$ cat src/logic/csb_pkg.sv
/*
 * Shared constants and types of the control switch and user button block:
 * register offsets, field positions, reset values, access levels, LED colours
 * and the event record.
 * Assumes a 32-bit AHB-Lite register bus decoded on the low byte of haddr.
 */
package csb_pkg;

	// ---------------------------------------------------------------
	// Sizes
	// ---------------------------------------------------------------
	localparam int NUM_SW = 5;
	localparam int NUM_BTN = 12;
	localparam int MAX_SW = 8;
	localparam int STAMP_W = 32;
	localparam int ADDR_W = 8;

	// ---------------------------------------------------------------
	// Register offsets
	// ---------------------------------------------------------------
	localparam logic [ADDR_W-1:0] OFS_CMD = 8'h00;
	localparam logic [ADDR_W-1:0] OFS_SWSTATE = 8'h04;
	localparam logic [ADDR_W-1:0] OFS_CFG = 8'h08;
	localparam logic [ADDR_W-1:0] OFS_ACCESS = 8'h0C;
	localparam logic [ADDR_W-1:0] OFS_BTNMODE = 8'h10;
	localparam logic [ADDR_W-1:0] OFS_BTNSTAT = 8'h14;
	localparam logic [ADDR_W-1:0] OFS_LEDSRC = 8'h18;
	localparam logic [ADDR_W-1:0] OFS_LEDCOL = 8'h1C;
	localparam logic [ADDR_W-1:0] OFS_IRQSTAT = 8'h20;
	localparam logic [ADDR_W-1:0] OFS_IRQMASK = 8'h24;
	localparam logic [ADDR_W-1:0] OFS_LOGIN = 8'h28;

	// ---------------------------------------------------------------
	// Field positions
	// ---------------------------------------------------------------
	localparam int CMD_ACT_LSB = 0;
	localparam int CMD_DEACT_LSB = 8;
	localparam int CMD_REMOTE_BIT = 16;
	localparam int CFG_SWLVL_LSB = 0;
	localparam int CFG_BTNLVL_LSB = 2;
	localparam int CFG_LR_BIT = 4;
	localparam int CFG_EVON_BIT = 5;
	localparam int CFG_EVOFF_BIT = 6;
	localparam int CFG_W = 7;
	localparam int IRQ_ON_LSB = 0;
	localparam int IRQ_OFF_LSB = 8;
	localparam int IRQ_W = 16;

	// ---------------------------------------------------------------
	// Reset values
	// ---------------------------------------------------------------
	localparam logic [CFG_W-1:0] CFG_RESET = 7'h66;
	localparam logic [31:0] RDATA_ZERO = 32'h0000_0000;

	typedef enum logic [1:0] {
		ACC_USER = 2'h0,
		ACC_OPERATOR = 2'h1,
		ACC_CONFIG = 2'h2,
		ACC_SUPER = 2'h3
	} csb_access_t;

	typedef enum logic [1:0] {
		COL_RED = 2'h0,
		COL_ORANGE = 2'h1,
		COL_GREEN = 2'h2,
		COL_DARK = 2'h3
	} csb_color_t;

	typedef struct packed {
		logic [MAX_SW-1:0] on;
		logic [MAX_SW-1:0] off;
		logic [STAMP_W-1:0] stamp;
	} csb_event_t;

endpackage

$ cat src/logic/csb_user_button.sv
/*
 * One front-panel user button: pin synchroniser, press edge detector and
 * momentary or toggle status with complementary outputs.
 * Assumes the pin is asynchronous and the gate and mode come from ref_clk logic.
 */
`timescale 1ns/10ps
module csb_user_button (
	input wire logic ref_clk,
	input wire logic rst,
	input wire logic pinPressed,
	input wire logic allow,
	input wire logic toggleMode,
	output logic statusOn,
	output logic statusOff
);

	logic meta_r;
	logic sync_r;
	logic prev_r;
	logic rise;
	logic status_nxt;

	// ---------------------------------------------------------------
	// Synchroniser and edge
	// ---------------------------------------------------------------
	always_ff @(posedge ref_clk or posedge rst)
	begin
		if (rst)
		begin
			meta_r <= 1'h0;
			sync_r <= 1'h0;
			prev_r <= 1'h0;
		end
		else
		begin
			meta_r <= pinPressed;
			sync_r <= meta_r;
			prev_r <= sync_r;
		end
	end

	assign rise = sync_r & ~prev_r;

	// ---------------------------------------------------------------
	// Status
	// ---------------------------------------------------------------
	always_comb
	begin
		if (toggleMode)
			status_nxt = statusOn ^ (rise & allow);
		else
			status_nxt = sync_r & allow;
	end

	always_ff @(posedge ref_clk or posedge rst)
	begin
		if (rst)
		begin
			statusOn <= 1'h0;
			statusOff <= 1'h1;
		end
		else
		begin
			statusOn <= status_nxt;
			statusOff <= ~status_nxt;
		end
	end
endmodule

$ cat src/logic/csb_control_buttons.sv
/*
 * Latching control switches and front-panel user buttons with LED drive,
 * event output, sticky interrupt status and an AHB-Lite register slave.
 * Assumes one 125 MHz clock, asynchronous active-high reset applied at power
 * up only, cpuReboot and ledAltSig from ref_clk logic, pins asynchronous.
 */
// Implementation choices: the address map and the AHB-Lite register port.
`timescale 1ns/10ps

module csb_control_buttons #(
	parameter int NUM_SW = csb_pkg::NUM_SW,
	parameter int NUM_BTN = csb_pkg::NUM_BTN
) (
	input wire logic ref_clk,
	input wire logic rst,
	input wire logic hsel,
	input wire logic [31:0] haddr,
	input wire logic [1:0] htrans,
	input wire logic hwrite,
	input wire logic [2:0] hsize,
	input wire logic [31:0] hwdata,
	input wire logic hready,
	output logic hreadyout,
	output logic hresp,
	output logic [31:0] hrdata,
	input wire logic cpuReboot,
	input wire logic localModePin,
	input wire logic [NUM_BTN-1:0] btnPins,
	input wire logic [NUM_BTN-1:0] ledAltSig,
	output logic [NUM_SW-1:0] switchOut,
	output logic [NUM_SW-1:0] logicalOut,
	output logic [NUM_BTN-1:0] btnOn,
	output logic [NUM_BTN-1:0] btnOff,
	output logic [NUM_BTN-1:0] ledRed,
	output logic [NUM_BTN-1:0] ledOrange,
	output logic [NUM_BTN-1:0] ledGreen,
	output csb_pkg::csb_event_t evBus,
	output logic irq
);

	logic wrPend_r;
	logic [csb_pkg::ADDR_W-1:0] addr_r;
	logic [31:0] hrdata_r;
	logic [31:0] rdMux;
	logic [csb_pkg::CFG_W-1:0] cfg_r;
	csb_pkg::csb_access_t accessLvl_r;
	csb_pkg::csb_access_t swLvl;
	csb_pkg::csb_access_t btnLvl;
	logic [NUM_BTN-1:0] btnMode_r;
	logic [NUM_BTN-1:0] ledSrc_r;
	logic [2*NUM_BTN-1:0] ledCol_r;
	logic [csb_pkg::IRQ_W-1:0] irqStat_r;
	logic [csb_pkg::IRQ_W-1:0] irqMask_r;
	logic [csb_pkg::IRQ_W-1:0] irqSet;
	logic [csb_pkg::IRQ_W-1:0] irqClr;
	logic [NUM_SW-1:0] swState_r;
	logic [NUM_SW-1:0] logicalIn_r;
	logic [NUM_SW-1:0] actReq;
	logic [NUM_SW-1:0] deactReq;
	logic [NUM_SW-1:0] actEff;
	logic [NUM_SW-1:0] deactEff;
	logic [csb_pkg::STAMP_W-1:0] stamp_r;
	csb_pkg::csb_event_t evBus_r;
	logic cmdWr;
	logic cmdRemote;
	logic levelOk;
	logic localMeta_r;
	logic localSync_r;
	logic btnAllow;

	// ---------------------------------------------------------------
	// AHB-Lite slave
	// ---------------------------------------------------------------
	always_ff @(posedge ref_clk or posedge rst)
	begin
		if (rst)
		begin
			wrPend_r <= 1'h0;
			addr_r <= '0;
		end
		else if (hsel && htrans[1] && hready)
		begin
			wrPend_r <= hwrite;
			addr_r <= haddr[csb_pkg::ADDR_W-1:0];
		end
		else
			wrPend_r <= 1'h0;
	end

	// Read data captured in the address phase, zero wait states
	always_ff @(posedge ref_clk or posedge rst)
	begin
		if (rst)
			hrdata_r <= csb_pkg::RDATA_ZERO;
		else if (hsel && htrans[1] && hready && !hwrite)
			hrdata_r <= rdMux;
	end

	assign hreadyout = 1'h1;
	assign hresp = 1'h0;
	assign hrdata = hrdata_r;

	always_comb
	begin
		rdMux = csb_pkg::RDATA_ZERO;
		unique case (haddr[csb_pkg::ADDR_W-1:0])
			csb_pkg::OFS_SWSTATE: rdMux[NUM_SW-1:0] = swState_r;
			csb_pkg::OFS_CFG: rdMux[csb_pkg::CFG_W-1:0] = cfg_r;
			csb_pkg::OFS_ACCESS: rdMux[1:0] = accessLvl_r;
			csb_pkg::OFS_BTNMODE: rdMux[NUM_BTN-1:0] = btnMode_r;
			csb_pkg::OFS_BTNSTAT: rdMux[NUM_BTN-1:0] = btnOn;
			csb_pkg::OFS_LEDSRC: rdMux[NUM_BTN-1:0] = ledSrc_r;
			csb_pkg::OFS_LEDCOL: rdMux[2*NUM_BTN-1:0] = ledCol_r;
			csb_pkg::OFS_IRQSTAT: rdMux[csb_pkg::IRQ_W-1:0] = irqStat_r;
			csb_pkg::OFS_IRQMASK: rdMux[csb_pkg::IRQ_W-1:0] = irqMask_r;
			csb_pkg::OFS_LOGIN: rdMux[NUM_SW-1:0] = logicalIn_r;
			default: rdMux = csb_pkg::RDATA_ZERO;
		endcase
	end

	// ---------------------------------------------------------------
	// Configuration registers
	// ---------------------------------------------------------------
	always_ff @(posedge ref_clk or posedge rst)
	begin
		if (rst)
			cfg_r <= csb_pkg::CFG_RESET;
		else if (wrPend_r && addr_r == csb_pkg::OFS_CFG)
			cfg_r <= hwdata[csb_pkg::CFG_W-1:0];
	end

	always_ff @(posedge ref_clk or posedge rst)
	begin
		if (rst)
			accessLvl_r <= csb_pkg::ACC_USER;
		else if (wrPend_r && addr_r == csb_pkg::OFS_ACCESS)
			accessLvl_r <= csb_pkg::csb_access_t'(hwdata[1:0]);
	end

	always_ff @(posedge ref_clk or posedge rst)
	begin
		if (rst)
		begin
			btnMode_r <= '0;
			ledSrc_r <= '0;
			ledCol_r <= '0;
		end
		else if (wrPend_r)
		begin
			if (addr_r == csb_pkg::OFS_BTNMODE)
				btnMode_r <= hwdata[NUM_BTN-1:0];
			if (addr_r == csb_pkg::OFS_LEDSRC)
				ledSrc_r <= hwdata[NUM_BTN-1:0];
			if (addr_r == csb_pkg::OFS_LEDCOL)
				ledCol_r <= hwdata[2*NUM_BTN-1:0];
		end
	end

	assign swLvl = csb_pkg::csb_access_t'(cfg_r[csb_pkg::CFG_SWLVL_LSB +: 2]);
	assign btnLvl = csb_pkg::csb_access_t'(cfg_r[csb_pkg::CFG_BTNLVL_LSB +: 2]);

	// ---------------------------------------------------------------
	// Control switches
	// ---------------------------------------------------------------
	assign cmdWr = wrPend_r && addr_r == csb_pkg::OFS_CMD;
	assign cmdRemote = hwdata[csb_pkg::CMD_REMOTE_BIT];
	assign actReq = hwdata[csb_pkg::CMD_ACT_LSB +: NUM_SW];
	assign deactReq = hwdata[csb_pkg::CMD_DEACT_LSB +: NUM_SW];
	assign levelOk = cmdRemote || (accessLvl_r >= swLvl);

	// Conflicting requests on one switch are dropped
	always_comb
	begin
		actEff = '0;
		deactEff = '0;
		if (cmdWr && levelOk)
		begin
			actEff = actReq & ~deactReq & ~swState_r;
			deactEff = deactReq & ~actReq & swState_r;
		end
	end

	// Cleared only by power-on reset, reboot leaves it alone
	always_ff @(posedge ref_clk or posedge rst)
	begin
		if (rst)
			swState_r <= '0;
		else
			swState_r <= (swState_r | actEff) & ~deactEff;
	end

	assign switchOut = swState_r;

	always_ff @(posedge ref_clk or posedge rst)
	begin
		if (rst)
			logicalIn_r <= '0;
		else if (cpuReboot)
			logicalIn_r <= '0;
		else if (wrPend_r && addr_r == csb_pkg::OFS_LOGIN)
			logicalIn_r <= hwdata[NUM_SW-1:0];
	end

	assign logicalOut = logicalIn_r;

	// ---------------------------------------------------------------
	// Events and time stamp
	// ---------------------------------------------------------------
	always_ff @(posedge ref_clk or posedge rst)
	begin
		if (rst)
			stamp_r <= '0;
		else
			stamp_r <= stamp_r + 1'h1;
	end

	always_ff @(posedge ref_clk or posedge rst)
	begin
		if (rst)
			evBus_r <= '0;
		else
		begin
			evBus_r.on <= '0;
			evBus_r.off <= '0;
			evBus_r.on[NUM_SW-1:0] <= actEff & {NUM_SW{cfg_r[csb_pkg::CFG_EVON_BIT]}};
			evBus_r.off[NUM_SW-1:0] <= deactEff & {NUM_SW{cfg_r[csb_pkg::CFG_EVOFF_BIT]}};
			if ((actEff | deactEff) != '0)
				evBus_r.stamp <= stamp_r;
		end
	end

	assign evBus = evBus_r;

	// ---------------------------------------------------------------
	// Interrupt status and mask
	// ---------------------------------------------------------------
	always_comb
	begin
		irqSet = '0;
		irqSet[csb_pkg::IRQ_ON_LSB +: NUM_SW] = actEff;
		irqSet[csb_pkg::IRQ_OFF_LSB +: NUM_SW] = deactEff;
		irqClr = '0;
		if (wrPend_r && addr_r == csb_pkg::OFS_IRQSTAT)
			irqClr = hwdata[csb_pkg::IRQ_W-1:0];
	end

	// New event wins over a clear in the same cycle
	always_ff @(posedge ref_clk or posedge rst)
	begin
		if (rst)
			irqStat_r <= '0;
		else
			irqStat_r <= (irqStat_r & ~irqClr) | irqSet;
	end

	always_ff @(posedge ref_clk or posedge rst)
	begin
		if (rst)
			irqMask_r <= '0;
		else if (wrPend_r && addr_r == csb_pkg::OFS_IRQMASK)
			irqMask_r <= hwdata[csb_pkg::IRQ_W-1:0];
	end

	assign irq = |(irqStat_r & irqMask_r);

	// ---------------------------------------------------------------
	// User buttons
	// ---------------------------------------------------------------
	always_ff @(posedge ref_clk or posedge rst)
	begin
		if (rst)
		begin
			localMeta_r <= 1'h0;
			localSync_r <= 1'h0;
		end
		else
		begin
			localMeta_r <= localModePin;
			localSync_r <= localMeta_r;
		end
	end

	assign btnAllow = (accessLvl_r >= btnLvl)
		&& (!cfg_r[csb_pkg::CFG_LR_BIT] || localSync_r);

	generate
		for (genvar i = 0; i < NUM_BTN; i++)
		begin : gBtn
			// Status driven by the front-panel pin only
			csb_user_button uBtn (
				.ref_clk(ref_clk),
				.rst(rst),
				.pinPressed(btnPins[i]),
				.allow(btnAllow),
				.toggleMode(btnMode_r[i]),
				.statusOn(btnOn[i]),
				.statusOff(btnOff[i])
			);
		end
	endgenerate

	// ---------------------------------------------------------------
	// LED drive
	// ---------------------------------------------------------------
	always_ff @(posedge ref_clk or posedge rst)
	begin
		if (rst)
		begin
			ledRed <= '0;
			ledOrange <= '0;
			ledGreen <= '0;
		end
		else
		begin
			for (int i = 0; i < NUM_BTN; i++)
			begin
				ledRed[i] <= (ledSrc_r[i] ? ledAltSig[i] : btnOn[i])
					&& ledCol_r[2*i +: 2] == csb_pkg::COL_RED;
				ledOrange[i] <= (ledSrc_r[i] ? ledAltSig[i] : btnOn[i])
					&& ledCol_r[2*i +: 2] == csb_pkg::COL_ORANGE;
				ledGreen[i] <= (ledSrc_r[i] ? ledAltSig[i] : btnOn[i])
					&& ledCol_r[2*i +: 2] == csb_pkg::COL_GREEN;
			end
		end
	end
endmodule

$ cat config.mk
export PLATFORM = sky130hd
export DESIGN_NAME = csb_control_buttons
export DESIGN_NICKNAME = d
export VERILOG_FILES = /design/src/logic/csb_pkg.sv /design/src/logic/csb_user_button.sv /design/src/logic/csb_control_buttons.sv
export SDC_FILE = /design/constraint.sdc
export NUM_CORES = 1
export LEC_CHECK = 0
export BUFFER_PORTS_ARGS = -buffer_cell sky130_fd_sc_hd__buf_2
export CORE_MARGIN = 2
export CORE_UTILIZATION = 35
export DETAILED_ROUTE_END_ITERATION = 8
export MAX_ROUTING_LAYER = met4
export PLACE_DENSITY = 0.65
export SETUP_SLACK_MARGIN = 0.3
export SLEW_MARGIN = 20
export SYNTH_ARGS = -nofsm -noshare
export SYNTH_HDL_FRONTEND = slang
export SYNTH_SLANG_ARGS = --single-unit
$ cat constraint.sdc
create_clock -name ref_clk -period 21.3 [get_ports ref_clk]
set_input_delay 2.13 -clock ref_clk [delete_from_list [all_inputs] [get_ports ref_clk]]
set_output_delay 2.13 -clock ref_clk [all_outputs]
set_load 0.05 [all_outputs]
==> summary.md, run 1 <==
| Metric | Value |
|---|---|
| Max Used Layer | met4 |
| Outcome | finished, final reports clean |
| Flop2flop setup slack | approximately 18,000 ps |
| Largest net degree at the start of global routing | 155 |
| Fin area | 15,400 um^2 |
| Via count | roughly 8,700 |
| Inserted Clock Buffers | 35 |
| Tmin final | 4290 ps |
| Post-CTS Setup Bufs | 0 |
| Critical Path Fanout Max | 3 |
| Global Route Usage Sum | 0.185 |
| Power Density | 91.3 nW/um^2 |
| Post-synth ARST share | 1.00 |
| Routed wl met3 | 3050 um |
| WL/cell | 20.1 um |
| Drt initial violations | about 550 |
| Commonest cells in the netlist | dfrtp_1 (288), mux2_2 (115), nand2_1 (72) |
| Synth Cell Area | about 13,000 um^2 |
| Final Hold Fails | 0 |
| PostCTS Resize Cnt | 0 |
| Initial antenna violation count | 6 |
| Slew @ Worst Pin | 1050 ps |
| Worst R2R Path Depth | 5 |
| Static Leak | 0.00724 uW |
| Met1 Wirelength | 14,800 um |
| Post-synthesis sequential area ratio | 0.596 |
| Yosys top cell area share | 0.563 |
| Unique masters post-synth | 62 |
| Final count of negative-setup-slack endpoints | 0 |
| Die Ht | 195 um |
| First-pass GRT wire length | 52,400 um |
| Pre-CTS WS | 16,990 ps |
| Worst Setup Path Type | reg -> out |
| Worst Path Required | 19,170 ps |
| Hold_ws | 332 ps |
| Leading cell type by number of instances after synthesis | dfrtp_1 |
| Final net count | 1,296 |
| Slew Viols, Final | 0 |
| Die W | 195 um |
| Layout Skew | approximately 24 ps |
| DR vias/cell | 5.17 |
| # IOs | 253 |
| RSZ-0062 raised after global routing | false |
| Worst Min Path Start | gBtn[6].uBtn.meta_r$_DFF_PP0_ |
| Post-CTS Hold Fix Bufs | 0 |
| Fill cells | 3,402 |
| First-pass iteration count of the detailed router | 5 |
| Crit path DAT | 2160 ps |
| Row count | 70 |
| # DRC | 0 |
| Met2 wire len | 15,100 um |
| Worst hold path class | reg -> reg |
| Clock-pin slew on the worst setup and hold paths | around 60 ps |
| Synth area leader | dfrtp_1 |
| CTS Buffer Depth | 3 |
| Clock sink count | 304 |
| Syn Area/Cell | approximately 13 um^2 |
| Grt ovf | 0 |
| Number of synthesized flops with an enable pin | 0 |
| Ys Warns | 0 |
| FF-to-FF End | evBus[27]$_DFFE_PP0P_ |
| Primary FF master, synth | dfrtp_1 |
| WHS Endpoint | gBtn[6].uBtn.sync_r$_DFF_PP0_ |
| Routed wire length | 34,000 um |
| DRT antenna net count | 0 |
| Clock Tree Root | clkbuf_16 |
| Layout cell share with drive strength beyond 1 | 0.340 |
| Final worst slack | 17,010 ps |
| CTS tree | built |
| # port buffers | 200 |
| FF-to-FF Start | addr_r[0]$_DFFE_PP0P_ |
| Max-cap viol count | 0 |
| Area Growth Syn to Fin | 20.0% |
| GPL Wtd Cong | 0.900 |
| Area after DPL | 14,000 um^2 |
| Vias in the first global route | 8,769 |
| H-tree Lvls | 2 |
| Post-DP HPWL | 23,900 um |
| Worst setup EP type | output pin |
| Relative slew margins | 0.298 |
| Worst VDD drop | 0.0523 mV |
| Initial Util | 0.352 |
| Startpoint types | register |
| Fmax | 0.233 GHz |
| Worst-Skew Late Latency | 550 ps |
| Post-synthesis register bit count | around 300 |
| Post-Syn Instances | 1,011 |
| Die area | 38,100 um^2 |
| Top post-synthesis cells by area | dfrtp_1 (56%), mux2_2 (10%), dfstp_2 (3.3%) |
| Post-route clock period utilization | 0.201 |
| Core Area | 36,300 um^2 |
| WHS Path Cells | 0 |
| Final TNS setup | 0 ps |
==> worst max-delay path by stage <==
stage                                       start                    endpoint  depth (start not counted)
final                     irqStat_r[11]$_DFF_PP0_                         irq                          4
after global routing      irqStat_r[11]$_DFF_PP0_                         irq                          4
after CTS                 irqStat_r[11]$_DFF_PP0_                         irq                          4
after detailed placement                 haddr[4]      hrdata[18]$_DFFE_PP0P_                          5
after global placement                   haddr[4]      hrdata[16]$_DFFE_PP0P_                          5
after floorplan                               rst  accessLvl_r[0]$_DFFE_PP0P_                          1
==> worst max-delay path, cell delays in order (launching register included) <==
cell and delay (ps):
dfrtp_1 430, a22o_1 260, a221oi_1 410, nand4_1 240
buf_2 270
==> power by group <==
group          switching (uW)  leakage [uW]  internal [uW]  total, uW
Clock                     251      0.000636            421        672
Sequential               19.4       0.00395            601        620
Combinational            79.0       0.00266           32.2        111
Total                     350       0.00724           1050       1400
==> sequential cells by signal, summed over array words and instances (netlist names), 8 cells and up <==
name / cells
gBtn.uBtn.sync_r: 12
gBtn.uBtn.prev_r: 12
irqMask_r: 16
evBus: 42
ledSrc_r: 12
irqStat_r: 16
ledOrange: 12
ledRed: 12
addr_r: 8
stamp_r: 32
ledCol_r: 24
ledGreen: 12
gBtn.uBtn.statusOff: 12
btnMode_r: 12
gBtn.uBtn.statusOn: 12
hrdata: 24
gBtn.uBtn.meta_r: 12
==> layout make-up <==
cell class / count / area (um^2) / area share
inverter: 10 / 50.0 / 0.00326
tap: 468 / 586 / 0.0381
clock inverter: 19 / 349 / 0.0227
sequential: 304 / 7630 / 0.496
timing repair buffer: 206 / 1060 / 0.0689
antenna: 6 / 15.0 / 0.000977
multi-input combinational: 634 / 4720 / 0.307
clock buffer: 44 / 960 / 0.0624
==> cells by family (layout without fill, tap and decap cells) <==
logic type	Yosys count	count (layout)	share of synthesized area
compound gates	154	154	0.0845
xor+xnor	30	30	0.0205
fa+ha+maj	5	5	0.00488
buf+inv	87	279	0.0401
flops	304	304	0.596
mux	154	154	0.134
other cells	2	22	0.000586
simple gates	275	275	0.120
==> layout by cell type (no fill, tap or decap), types with 15 or more instances in the layout <==
master     count
a21oi_1       16
mux2i_1       33
buf_2        200
a22o_1        19
o21ai_0       49
clkbuf_16     35
nand2_1       72
nand3b_1      17
conb_1        16
nor3b_1       25
dfstp_2       16
nor3_1        24
xnor2_1       17
dfrtp_1      288
mux2_2       115
nor2_1        39
nand3_1       26
nand4_1       15
and2_1        15
==> through the flow <==
step | utilization | std cells | total power (uW)
floorplan | - | 1025 | 712
global placement | 0.386 | 1622 | 740
detailed placement | 0.386 | 1622 | 743
CTS | 0.422 | 1685 | 1420
global route | 0.423 | 1691 | 1450
finish | 0.423 | 1691 | 1400
==> metal layers <==
| layer | vias up | GRT usage |
|---|---|---|
| met3 | 57 | 0.0637 |
| li1 | 3999 | - |
| met4 | 0 | 0.0608 |
| met2 | 273 | 0.274 |
| met5 | - | - |
| met1 | 4419 | 0.238 |
(Power assumes the default switching activity.)
==> run 2: changes to the inputs <==
--- a/config.mk
+++ b/config.mk
@@ -5,6 +5,7 @@
 export SDC_FILE = /design/constraint.sdc
 export NUM_CORES = 1
 export LEC_CHECK = 0
+export ABC_AREA = 1
 export BUFFER_PORTS_ARGS = -buffer_cell sky130_fd_sc_hd__buf_2
 export CORE_MARGIN = 2
 export CORE_UTILIZATION = 35
==> constraint.sdc (replaced) <==
create_clock -name ref_clk -period 4.25 [get_ports ref_clk]
set_input_delay 0.425 -clock ref_clk [delete_from_list [all_inputs] [get_ports ref_clk]]
set_output_delay 0.425 -clock ref_clk [all_outputs]
set_load 0.05 [all_outputs]
==> run 2 against run 1 <==
Against the previous run: highest routed layer unchanged; critical endpoint is now evBus[30]$_DFFE_PP0P_; critical path type is now reg -> reg; first-iteration DRC count increased by 19%; die area increased by 2.7%; sequential share of layout area decreased by 1.2 points.
==> summary.md, run 2 <==
| Metric | Value |
|---|---|
| RSZ-0062 raised after global routing | false |
| Post-route clock period utilization | 0.617 |
| Largest net degree at the start of global routing | 127 |
| Area Growth Syn to Fin | 19.5% |
| Leading cell type by number of instances after synthesis | nand2_1 |
| Worst VDD drop | 0.287 mV |
| Slew Viols, Final | 0 |
| Crit path cell chain | inv_1 -> ha_1 -> o21ai_1 -> nand2_2 -> o211ai_2 -> nand2_4 -> inv_2 -> nand3_1 -> nand2_1 |
| Relative slew margins | 0.251 |
| Final count of negative-setup-slack endpoints | 0 |
| Crit-path slowest cell | inv_2 |
| Clock-pin slew on the worst setup and hold paths | 60 ps |
| Die area | 39,200 um^2 |
| Buf/Inv on CP | 2 |
| Yosys top cell area share | 0.547 |
| Worst setup EP type | register |
| Pre-CTS WS | 1620 ps |
| Worst hold path class | in -> async |
| Fmax | 0.381 GHz |
| Worst Path Required | around 4700 ps |
| Drt initial violations | approximately 650 |
| Clock Tree Root | clkbuf_16 |
| Post-CTS Setup Bufs | 0 |
| GPL Wtd Cong | 0.883 |
| Routed wire length | 36,300 um |
| Slew @ Worst Pin | 1120 ps |
| Unique masters post-synth | 42 |
| Layout cell share with drive strength beyond 1 | 0.224 |
| Logic pwr share | 0.162 |
| Crit path DAT | between 3000 and 4000 ps |
| Worst-Skew Late Latency | 560 ps |
| Die Ht | between 150 and 200 um |
| # DRC | 0 |
| Post-Syn Instances | 1,369 |
| Flop pwr share | 0.434 |
| CTS tree | built |
| Inserted Clock Buffers | 36 |
| Syn Area/Cell | 9.62 um^2 |
| Primary FF master, synth | dfrtp_1 |
| Final worst slack | 1630 ps |
| Grt ovf | 0 |
| # port buffers | 200 |
| Number of synthesized flops with an enable pin | 0 |
| Global Route Usage Sum | 0.195 |
| Sw Ratio | 0.316 |
| First-pass iteration count of the detailed router | 5 |
| Clock power frac | 0.404 |
| Initial Util | 0.353 |
| Layout Skew | roughly 23 ps |
| Clock sink count | 304 |
| H-tree Lvls | 2 |
| Post-DP HPWL | 26,300 um |
| Commonest cells after routing, fill and taps aside | nand2_1 (310), dfrtp_1 (288), buf_2 (200) |
| CTS Buffer Depth | 3 |
| Critical Path Fanout Max | 33 |
| Tmin final | 2620 ps |
| Row count | 71 |
| Post-synth ARST share | 1.00 |
| Max-cap viol count | 0 |
| DR vias/cell | 4.84 |
| Flip-flop count of the largest register after layout | 42 |
| Via count | 9,989 |
| Initial antenna violation count | 2 |
| Int Power | 5400 uW |
| DRT antenna net count | 0 |
| Post-synthesis register bit count | 304 |
| Final net count | 1,667 |
| WL/cell | 17.6 um |
| Placed Cells | between 1,500 and 2,000 |
| # IOs | 253 |
| Outcome | finished, final reports clean |
| Startpoint types | register |
| Ys Warns | 0 |
| Leading cell type in the layout, fill and taps excluded | nand2_1 |
| Layout Cells excl Fill | 2,065 |
| Synth Cell Area | 13,200 um^2 |
| Post-synthesis sequential area ratio | 0.579 |
| First-pass GRT wire length | 56,500 um |
| Sw power | 2500 uW |
| Final TNS setup | 0 ps |
| Synth area leader | dfrtp_1 |
| Core Area | roughly 37,000 um^2 |
| Die W | 198 um |
| Power Density | 502 nW/um^2 |
| Static Leak | 0.00867 uW |
| Worst path max stage delay | about 690 ps |
| Commonest cells in the netlist | nand2_1 (310), dfrtp_1 (288), inv_1 (141) |
| Worst Setup Path Type | reg -> reg |
| Final Hold Fails | 0 |
| Vias in the first global route | 9,953 |
| Largest delay share family, worst path | buffers and inverters |
| Top post-synthesis cells by area | dfrtp_1 (55%), nand2_1 (8.8%), o21ai_0 (4.4%) |
-- run 2: cell types whose count changed in the layout (fill, tap and decap cells not counted), moves of 34 or more --
cell,delta
nand2_1,+238
inv_1,+131
mux2_2,-107
o21ai_0,+66
nand3_1,+35
nand3_2,+34
-- run 2: power groups by stage --
stage | Sequential (uW) | Combinational (uW) | Clock, uW
after floorplan | 3500 | 1030 | 0
after global placement | 3480 | 1270 | 0
after detailed placement | 3480 | 1280 | 0
after CTS | 3440 | 1300 | 3270
after global routing | 3460 | 1370 | 3400
final | 3430 | 1280 | 3190
-- run 2: logic make-up (layout without fill, tap and decap cells) --
| kind of cell | count (synthesis) | in the layout | synth area share |
|---|---|---|---|
| flops | 304 | 304 | 0.579 |
| xor+xnor | 41 | 41 | 0.0273 |
| compound gates | 198 | 198 | 0.0883 |
| buf+inv | 230 | 436 | 0.0827 |
| fa+ha+maj | 5 | 5 | 0.00475 |
| mux | 19 | 19 | 0.0152 |
| simple gates | 570 | 570 | 0.202 |
| other cells | 2 | 18 | 0.000570 |
-- run 2: area by class of cell --
type	count	area [um^2]
multi-input combinational	849	4500
inverter	151	571
clock inverter	16	220
clock buffer	49	1010
timing repair buffer	220	1210
antenna	2	5.00
fill	3686	21600
sequential	304	7630
tap	474	593
-- run 2: metal layers --
layer / vias up / wire length (um) / global-route usage
met1: 4859 / 15700 / 0.246
li1: 4772 / - / -
met4: 0 / 935 / 0.0599
met2: 287 / 17500 / 0.314
met3: 71 / 2210 / 0.0419
met5: - / 0 / -
-- run 2: metrics by stage --
stage / hold slack (ps) / util / power [uW] / area, um^2
floorplan: 331 / - / 4520 / 13200
global route: 65.3 / 0.422 / 8240 / 15700
CTS: 27.2 / 0.422 / 8000 / 15700
detailed placement: 335 / 0.385 / 4770 / 14400
global placement: 332 / 0.385 / 4750 / 14400
finish: 16.2 / 0.422 / 7900 / 15700
-- run 2: worst paths after layout --
kind / cells past startpoint / start / slack, ps / endpoint
max: 9 / cfg_r[1]$_DFFE_PP1P_ / 1630 / evBus[30]$_DFFE_PP0P_
min: 2 / rst / 20 / ledCol_r[0]$_DFFE_PP0P_
max reg2reg: 9 / cfg_r[1]$_DFFE_PP1P_ / 1630 / evBus[30]$_DFFE_PP0P_
min reg2reg: 0 / gBtn[10].uBtn.meta_r$_DFF_PP0_ / 330 / gBtn[10].uBtn.sync_r$_DFF_PP0_
max in group asynchronous: 3 / rst / 3110 / irqMask_r[1]$_DFFE_PP0P_
min in group ref_clk: 3 / hwrite / 100 / wrPend_r$_DFF_PP0_
-- run 2: timing repair --
action	in CTS	in global routing
hold endpoints to repair	13	0
hold buffers	13	0
resized for setup	0	0
